### config.mk
export PLATFORM = sky130hd
export DESIGN_NAME = xdl_exec
export DESIGN_NICKNAME = d
export VERILOG_FILES = /design/src/xdl_pkg.sv /design/src/xdl_exec.sv /design/src/xdl_xor_unit.sv
export SDC_FILE = /design/constraint.sdc
export NUM_CORES = 1
export LEC_CHECK = 0
export BUFFER_PORTS_ARGS = -buffer_cell sky130_fd_sc_hd__clkbuf_2
export CAP_MARGIN = 20
export CORE_MARGIN = 2
export CORE_UTILIZATION = 43
export CTS_CLUSTER_DIAMETER = 120
export DETAILED_ROUTE_END_ITERATION = 12
export HOLD_SLACK_MARGIN = 0.06
export PLACE_DENSITY_LB_ADDON = 0.12
export SYNTH_ARGS = -nofsm -noshare
export SYNTH_HDL_FRONTEND = slang
export SYNTH_HIERARCHICAL = 1
export SYNTH_SLANG_ARGS = --single-unit
### constraint.sdc
create_clock -name clk_sys_i -period 1.6 [get_ports clk_sys_i]
set_input_delay 0.16 -clock clk_sys_i [delete_from_list [all_inputs] [get_ports clk_sys_i]]
set_output_delay 0.16 -clock clk_sys_i [all_outputs]
set_load 0.02 [all_outputs]
### src/xdl_pkg.sv
// Constants for the xor and direction-load execute block
//=====================================================================
// Function
// - Direction-load copies accumulator to direction 6/7, flags kept
// - Xor-literal: accumulator xor low eight instruction bits
// - Xor-literal result replaces the accumulator
// - Xor-file: accumulator xor addressed file register 0..31
// - Destination 0: result to accumulator, file untouched
// - Destination 1: result to file, accumulator untouched
//=====================================================================
`default_nettype none
package xdl_pkg;
  //===================================================================
  // Widths
  localparam int unsigned DATA_W  = 8;   // Data path width
  localparam int unsigned INSTR_W = 12;  // Instruction word width
  localparam int unsigned FADDR_W = 5;   // File address width

  //===================================================================
  // Field positions
  localparam int unsigned LIT_HI_POS   = 8;  // Xor-literal opcode low bit
  localparam int unsigned FILE_OP_POS  = 6;  // Xor-file opcode low bit
  localparam int unsigned DEST_POS     = 5;  // Destination select bit
  localparam int unsigned DIR_ZERO_POS = 3;  // Direction-load zero field

  //===================================================================
  // Opcodes
  localparam logic [3:0] OP_LIT  = 4'hF;         // Upper nibble 1111
  localparam logic [5:0] OP_FILE = 6'h06;        // 0001 10
  localparam logic [8:0] OP_DIR  = 9'h000;       // 0000 0000 0
  localparam logic [2:0] DIR_SEL_A = 3'h6;       // First direction reg
  localparam logic [2:0] DIR_SEL_B = 3'h7;       // Second direction reg

  //===================================================================
  // Reset values
  localparam logic [7:0] ACC_RST  = 8'h00;       // Accumulator
  localparam logic [7:0] DIR_RST  = 8'hFF;       // All pins as inputs
  localparam logic       ZERO_RST = 1'b0;        // Zero flag
endpackage : xdl_pkg
`default_nettype wire

### src/xdl_exec.sv
// Execute stage for direction-load, xor-literal and xor-file
`timescale 1ns/1ps
`default_nettype none
module xdl_exec (
  // Clock and reset
  input  wire logic        clk_sys_i,
  input  wire logic        rst_i,
  // Instruction from fetch, with operand read from the file
  input  wire logic        instr_valid_i,
  input  wire logic [11:0] instr_i,
  input  wire logic [7:0]  file_data_i,
  // File register write-back
  output logic             file_we_o,
  output logic [4:0]       file_waddr_o,
  output logic [7:0]       file_wdata_o,
  // Core state
  output logic [7:0]       acc_o,
  output logic             zero_o,
  output logic [7:0]       dir_a_o,
  output logic [7:0]       dir_b_o
);
  //===================================================================
  // Registers
  logic [7:0] acc_ff;       // Accumulator
  logic       zero_ff;      // Zero flag
  logic [7:0] dir_a_ff;     // Direction register, selector 6
  logic [7:0] dir_b_ff;     // Direction register, selector 7
  logic       we_ff;        // Write-back strobe, one cycle
  logic [4:0] waddr_ff;     // Write-back address
  logic [7:0] wdata_ff;     // Write-back data

  //===================================================================
  // Decode
  wire logic       is_lit;     // Xor-literal
  wire logic       is_file;    // Xor-file
  wire logic       is_dir_a;   // Direction-load, selector 6
  wire logic       is_dir_b;   // Direction-load, selector 7
  wire logic       dest_file;  // Xor-file destination bit
  wire logic [7:0] operand;    // Second xor operand
  wire logic [7:0] xor_res;    // Xor result
  wire logic       xor_zero;   // Result is zero
  wire logic [7:0] lit_val;    // Literal field of the word
  wire logic [4:0] file_addr;  // File address field of the word

  //===================================================================
  // Direction-load match for one selector; shared by both registers
  function automatic logic dir_hit(input logic [11:0] word,
                                   input logic [2:0]  sel);
    dir_hit = (word[11:xdl_pkg::DIR_ZERO_POS] == xdl_pkg::OP_DIR) &&
              (word[2:0] == sel);
  endfunction : dir_hit

  assign is_lit  = instr_valid_i &&
                   (instr_i[11:xdl_pkg::LIT_HI_POS] == xdl_pkg::OP_LIT);
  assign is_file = instr_valid_i &&
                   (instr_i[11:xdl_pkg::FILE_OP_POS] == xdl_pkg::OP_FILE);
  // Other selectors are not direction registers and do nothing
  assign is_dir_a = instr_valid_i &&
                    dir_hit(instr_i, xdl_pkg::DIR_SEL_A);
  assign is_dir_b = instr_valid_i &&
                    dir_hit(instr_i, xdl_pkg::DIR_SEL_B);
  assign dest_file = instr_i[xdl_pkg::DEST_POS];
  assign lit_val   = instr_i[7:0];
  assign file_addr = instr_i[4:0];
  // Literal sits in the low byte, file data comes from the read port
  assign operand = is_lit ? lit_val : file_data_i;

  //===================================================================
  // Shared xor datapath
  xdl_xor_unit u_xor (
    .op_a_i (acc_ff),
    .op_b_i (operand),
    .res_o  (xor_res),
    .zero_o (xor_zero)
  );

  //===================================================================
  // Next values
  wire logic [7:0] nxt_acc;
  wire logic       nxt_zero;
  wire logic [7:0] nxt_dir_a;
  wire logic [7:0] nxt_dir_b;
  wire logic       nxt_we;

  // Accumulator takes the result on xor-literal and on xor-file with destination 0, else holds
  assign nxt_acc  = (is_lit || (is_file && !dest_file)) ?
                    xor_res : acc_ff;
  // Only the two xor forms touch the flag; direction-load keeps it
  assign nxt_zero = (is_lit || is_file) ? xor_zero : zero_ff;
  assign nxt_dir_a = is_dir_a ? acc_ff : dir_a_ff;
  assign nxt_dir_b = is_dir_b ? acc_ff : dir_b_ff;
  assign nxt_we    = is_file && dest_file;

  //===================================================================
  // Core state, one update per instruction cycle
  always_ff @(posedge clk_sys_i or posedge rst_i) begin
    if (rst_i) begin
      acc_ff   <= xdl_pkg::ACC_RST;
      zero_ff  <= xdl_pkg::ZERO_RST;
      dir_a_ff <= xdl_pkg::DIR_RST;
      dir_b_ff <= xdl_pkg::DIR_RST;
    end else begin
      acc_ff   <= nxt_acc;
      zero_ff  <= nxt_zero;
      dir_a_ff <= nxt_dir_a;
      dir_b_ff <= nxt_dir_b;
    end
  end

  //===================================================================
  // Write-back strobe; address and data held between writes
  always_ff @(posedge clk_sys_i or posedge rst_i) begin
    if (rst_i) begin
      we_ff    <= 1'b0;
      waddr_ff <= 5'h00;
      wdata_ff <= 8'h00;
    end else begin
      we_ff <= nxt_we;
      if (nxt_we) begin
        waddr_ff <= file_addr;
        wdata_ff <= xor_res;
      end
    end
  end

  //===================================================================
  // Outputs straight from flops
  assign acc_o        = acc_ff;
  assign zero_o       = zero_ff;
  assign dir_a_o      = dir_a_ff;
  assign dir_b_o      = dir_b_ff;
  assign file_we_o    = we_ff;
  assign file_waddr_o = waddr_ff;
  assign file_wdata_o = wdata_ff;
endmodule : xdl_exec
`default_nettype wire

### src/xdl_xor_unit.sv
// Exclusive-OR datapath with zero detect
`timescale 1ns/1ps
`default_nettype none
module xdl_xor_unit (
  // Operands
  input  wire logic [7:0] op_a_i,
  input  wire logic [7:0] op_b_i,
  // Result
  output logic      [7:0] res_o,
  output logic            zero_o
);
  //===================================================================
  // Pure combinational; the caller registers the outputs
  assign res_o  = op_a_i ^ op_b_i;
  assign zero_o = (res_o == 8'h00);
endmodule : xdl_xor_unit
`default_nettype wire

---- Word-level counts from Yosys, hierarchy flattened ----
Index checks and enable logic that the tools add are counted.
storage, ports and cells
  output and inout bits ................... 39
  logic and storage cells ................. 26
  register bits after elaboration ......... 39
  input port bits ......................... 23
cells by class
  bitwise gates (word level) .............. 1
  equal/unequal tests ..................... 4
  reduce and logical (&&, ||, !) cells .... 13
  muxes and demuxes ....................... 1
operators with widths
  kind                                            count
  zero test 9 bit                                 1
  logical AND 1 bit                               8
  zero test 8 bit                                 1
  two-way mux 8 bit                               1
  XOR 8 bit                                       1
  == test 3 bit (second input constant)           2
  == test 6 x 3 -> 1 bit (second input constant)  1
  == test 4 bit (second input constant)           1
  logical OR 1 bit                                2
  zero test 1 bit                                 1

---- Logic depth before layout (Yosys ltp) ----
  depth after elaboration ................. 5
  mapped depth ............................ 9
  gate-level depth less buffers ........... 8

---- By module ----
The synthesis kept the hierarchy.
modules (own cells, without submodules)
  module        area each (um2)  sequential area each (um2)  instances  cells an instance
  xdl_exec      1689.1           996.0                       1          106
  xdl_xor_unit  88.8             0.0                         1          11

---- Worst setup path after synthesis ----
Ideal clock, no wire load.
  path kind ............................... in2reg
  start ................................... input port instr_i[11]
  end ..................................... register zero_ff (netlist: zero_o)
  required time ........................... 1.475 ns
  setup time .............................. 0.125 ns
  buffers on the path ..................... 1
  stages on the path ...................... 8
  arrival ................................. 1.757 ns
  setup slack ............................. -0.282 ns
  path through ............................ and3_1 -> nand3_1 -> clkbuf_1 -> mux2_2 -> xor2_1 -> nor4_1 -> and2_1 -> mux2_2
between the ends
  cells in the longest elaborated chain, start to end .. 5
  elaborated cells on any way between the ends .. 8
  those cells by class .................... eq/ne (2); mux (1); bitwise (1); reduce/logical (4)
ends and longest elaborated chain
  item                  RTL line            RTL
  from (decl)           xdl_exec.sv:10      input wire logic [11:0] instr_i,
  == test 4 bit         xdl_exec.sv:54      (instr_i[11:xdl_pkg::LIT_HI_POS] == xdl_pkg::OP_LIT);
  logical AND 1 bit     xdl_exec.sv:53      assign is_lit = instr_valid_i &&
  two-way mux 8 bit     xdl_exec.sv:66      assign operand = is_lit ? lit_val : file_data_i;
  net operand[6]        xdl_exec.sv:39      wire logic [7:0] operand;
  XOR 8 bit             xdl_xor_unit.sv:14  assign res_o = op_a_i ^ op_b_i;
  net xor_res[6]        xdl_exec.sv:40      wire logic [7:0] xor_res;
  zero test 8 bit       xdl_xor_unit.sv:15  assign zero_o = (res_o == 8'h00);
  net xor_zero          xdl_exec.sv:41      wire logic xor_zero;
  to (signal assigned)  xdl_exec.sv:99      zero_ff <= xdl_pkg::ZERO_RST;
  to (signal assigned)  xdl_exec.sv:104     zero_ff <= nxt_zero;
  to (decl)             xdl_exec.sv:25      logic zero_ff;
The timed path passes the listed nets, and every way through them passes these cells.
A chain may end at the register's enable or synchronous reset.

---- Final worst setup path ----
  start ................................... input port instr_i[9]
  end ..................................... register waddr_ff[1] (netlist: file_waddr_o[1])
between the ends
  cells in the longest elaborated chain, start to end .. 3
ends and longest elaborated chain
  item                    RTL line         RTL
  == test 6 x 3 -> 1 bit  xdl_exec.sv:56   (instr_i[11:xdl_pkg::FILE_OP_POS] == xdl_pkg::OP_FILE);
  logical AND 1 bit       xdl_exec.sv:55   assign is_file = instr_valid_i &&
  logical AND 1 bit       xdl_exec.sv:92   assign nxt_we = is_file && dest_file;
  to (signal assigned)    xdl_exec.sv:120  waddr_ff <= file_addr;
  to (decl)               xdl_exec.sv:29   logic [4:0] waddr_ff;
No other way between the ends.

==> results.toml <==
[floorplan]
die_h_um = 68.30
rows = 23
core_sq_um = 4000
start_util_pct = 44.45
fp.dieArea_sq_um = 4665
io_pins = 62
die_w_um = 68.30

[layout]
multiInputGateArea_sq_um = 823.3
seq_area_sq_um = 996.0
n_antenna_cell = 0
n_fill_cell = 326
drive_gt1_share_pct = 78.37
syn_to_final_growth_pct = 40.68
fin_nets = 230

[critical_path]
cpMostUsedCell = "buf_4"
slowest_stage = "nor4_2"
path_delay_family = "simple AND/OR/NAND/NOR gates"
cp_data_required_time_ns = 1.78
path_cells = "clkbuf_2 -> buf_4 -> nor4_2 -> nand4_1 -> or2_1 -> buf_4 -> mux2_4"
start_kind = "input port"
crit_arrival_ns = 1.69
path_max_fanout = 5
critPathBufInv = 3
crit_path_end_kind = "flop"
slowest_delay_ns = 0.33
crit_type = "input port to flop"

[clock_tree]
cts_sinks = 39
cts_max_level = 2
clock_latency_ns = 0.29
numCtsBuffers = 5
cts_resized = 0
cts_tree = "done"
clockBufferDepth = 2
cts-root-buf = "clkbuf_8"
clk_pin_slew_ns = 0.08

[detailed_routing]
met2WireLength_um = 1876
wl_met1_um = 1745
drc_errors = 0
antenna_left = 0
drt_iter0_markers = 91
wl_met3_um = 227
top_layer_used = "met4"
drtPass1Iterations = 4
routed_wl_um = 3950
vias = 1263
viasPerCell = 4.895
wire_per_inst_um = 15.31

[sta]
finalHoldViolations = 0
finalClockSkew_ns = 0.007099
period_minus_slack_ns = 1.505
rsz0062_at_grt = "no"
period_share_pct = 94.09
setup_viol = 0
setup_tns_ns = 0
tightestPinTransition_ns = 0.4834
max-slew-margin-rel_pct = 67.77
max_freq_mhz = 664.3
drv_slew = 0
finalWorstSetupSlack_ns = 0.09457

[yosys]
syn-num-nets = 140
yosysWarnings = 6
syn_area_sq_um = 1778
synth_seq_area_share_pct = 56.02
netlist_instances = 117
postSynthAreaPerCell_sq_um = 15.20
netlist-cell-type-count = 22
synth_seq_cells = 39

[power_and_ir_drop]
power_leakage_uw = 0.001348
power_density_nw_per_um2 = 1151
max-vdd-ir-drop_mv = 0.6607
total_power_uw = 2878

[global_routing]
grt_overflow = 0
grt_pass1_vias = 1299
grtUsageTotal_pct = 19.01
grt_pass1_wl_um = 6327
grt_max_degree = 40
antenna_found_initial = 0

[place]
dp_slack_ns = -0.2263
place_congestion = 0.7830
dp_hpwl_um = 3070
io_buffer_count = 61

[outcome]
status = "complete, no violations"

[min_path]
min_path_type = "input port to flop"

[run]
cap_violations = 0
worst paths after layout:
path / startpoint / to / slack, ns / cells after the start
worst max-delay path: instr_i[9] / file_waddr_o[1]$_DFFE_PP0P_ / 0.09 / 7
worst min-delay path: instr_i[1] / file_waddr_o[1]$_DFFE_PP0P_ / 0.13 / 2
worst max register to register: acc_o[2]$_DFFE_PP0P_ / zero_o$_DFFE_PP0P_ / 0.32 / 4
worst min register to register: file_waddr_o[2]$_DFFE_PP0P_ / file_waddr_o[2]$_DFFE_PP0P_ / 0.51 / 1
max in group asynchronous: rst_i / dir_b_o[2]$_DFFE_PP1P_ / 0.73 / 4
min in group asynchronous: rst_i / file_wdata_o[4]$_DFFE_PP0P_ / 0.51 / 4
state kept, by name, indices dropped and copies added, names as in the netlist:
signal        count
acc_o             8
dir_a_o           8
dir_b_o           8
file_waddr_o      5
file_wdata_o      8
file_we_o         1
zero_o            1
Yosys cell counts, drive strengths merged:
cell	instances	area, sq um
mux2	45	540.5
dfrtp	23	575.6
dfstp	16	420.4
xor2	8	70.07
buf	3	33.78
inv	3	11.26
nand2	3	11.26
nor4	3	25.02
clkbuf	2	7.510
nand4	2	18.77
and2	1	6.260
and3	1	6.260
and4b	1	10.01
nand3	1	5.000
nor3	1	10.01
o21a	1	7.510
o21ai	1	5.000
or2	1	6.260
or4	1	7.510
cells by family after synthesis:
group                  after synthesis  share of synthesized area [%]
buffers and inverters                8                          2.956
AO/OA/AOI/OAI                        2                         0.7036
XOR/XNOR                             8                          3.941
multiplexers                        45                          30.40
flip-flops                          39                          56.02
AND/OR/NAND/NOR                     15                          5.982
cells in the final DEF, fill, tap and decap left out:
cell type	netlist	layout
clkbuf_8	0	5
nor3_4	0	1
and4b_1	1	1
buf_4	0	25
nor4_1	2	2
clkinv_2	0	1
dfrtp_1	23	23
and3_1	1	1
clkbuf_1	2	1
inv_1	3	3
o21a_1	1	1
nand4_2	1	1
dfstp_2	16	16
buf_12	0	1
or2_1	1	1
o21ai_0	1	1
or4_4	0	1
xor2_1	8	5
nand3_2	0	1
nand4_1	1	1
dlygate4sd3_1	0	1
nor4_2	1	1
clkinvlp_4	0	1
xor2_2	0	3
mux2_4	9	24
and2_1	1	1
clkbuf_2	0	61
mux2_2	36	21
nand2_1	3	3
through the flow:
| stage | utilization, % | cell area, sq um | hold WS, ns | cells |
|---|---|---|---|---|
| floorplan | - | 1882 | 0.3085 | 117 |
| global placement | 60.15 | 2406 | 0.2769 | 249 |
| detailed placement | 60.15 | 2406 | 0.2861 | 249 |
| CTS | 62.53 | 2501 | 0.1333 | 258 |
| global route | 62.53 | 2501 | 0.1505 | 258 |
| finish | 62.53 | 2501 | 0.1324 | 258 |
repair_timing:
item                                   CTS  global route
setup endpoints to repair                0             1
endpoints found under the hold margin   23             0
setup buffers                            0             0
hold buffers                             1             0
worst reg2reg max path: cells and delay by family (launching register included):
| kind | cells | cell delay [ns] |
|---|---|---|
| xor gates and xnor gates | 1 | 0.19 |
| DFF | 1 | 0.45 |
| muxes | 1 | 0.13 |
| and+or+nand+nor | 2 | 0.45 |
cell type report:
class	instances	share of cell area, %
Timing Repair Buffer	88	20.91
Inverter	3	0.4502
Sequential cell	39	39.82
Clock inverter	2	0.5002
Tap cell	50	2.501
Clock buffer	6	2.901
Multi-Input combinational cell	70	32.92
report_power, final:
part,internal [uW],total [uW],switching [uW]
sequential,1130,1320,193
clock,305,655,350
combinational,448,899,450
metal layers:
layer / up-vias / GRT usage, %
met5: - / 0
met4: 0 / 9.000
met3: 6 / 5.592
met2: 42 / 29.61
met1: 620 / 24.23
li1: 595 / -
No activity file was read; power rests on OpenSTA's default activity.
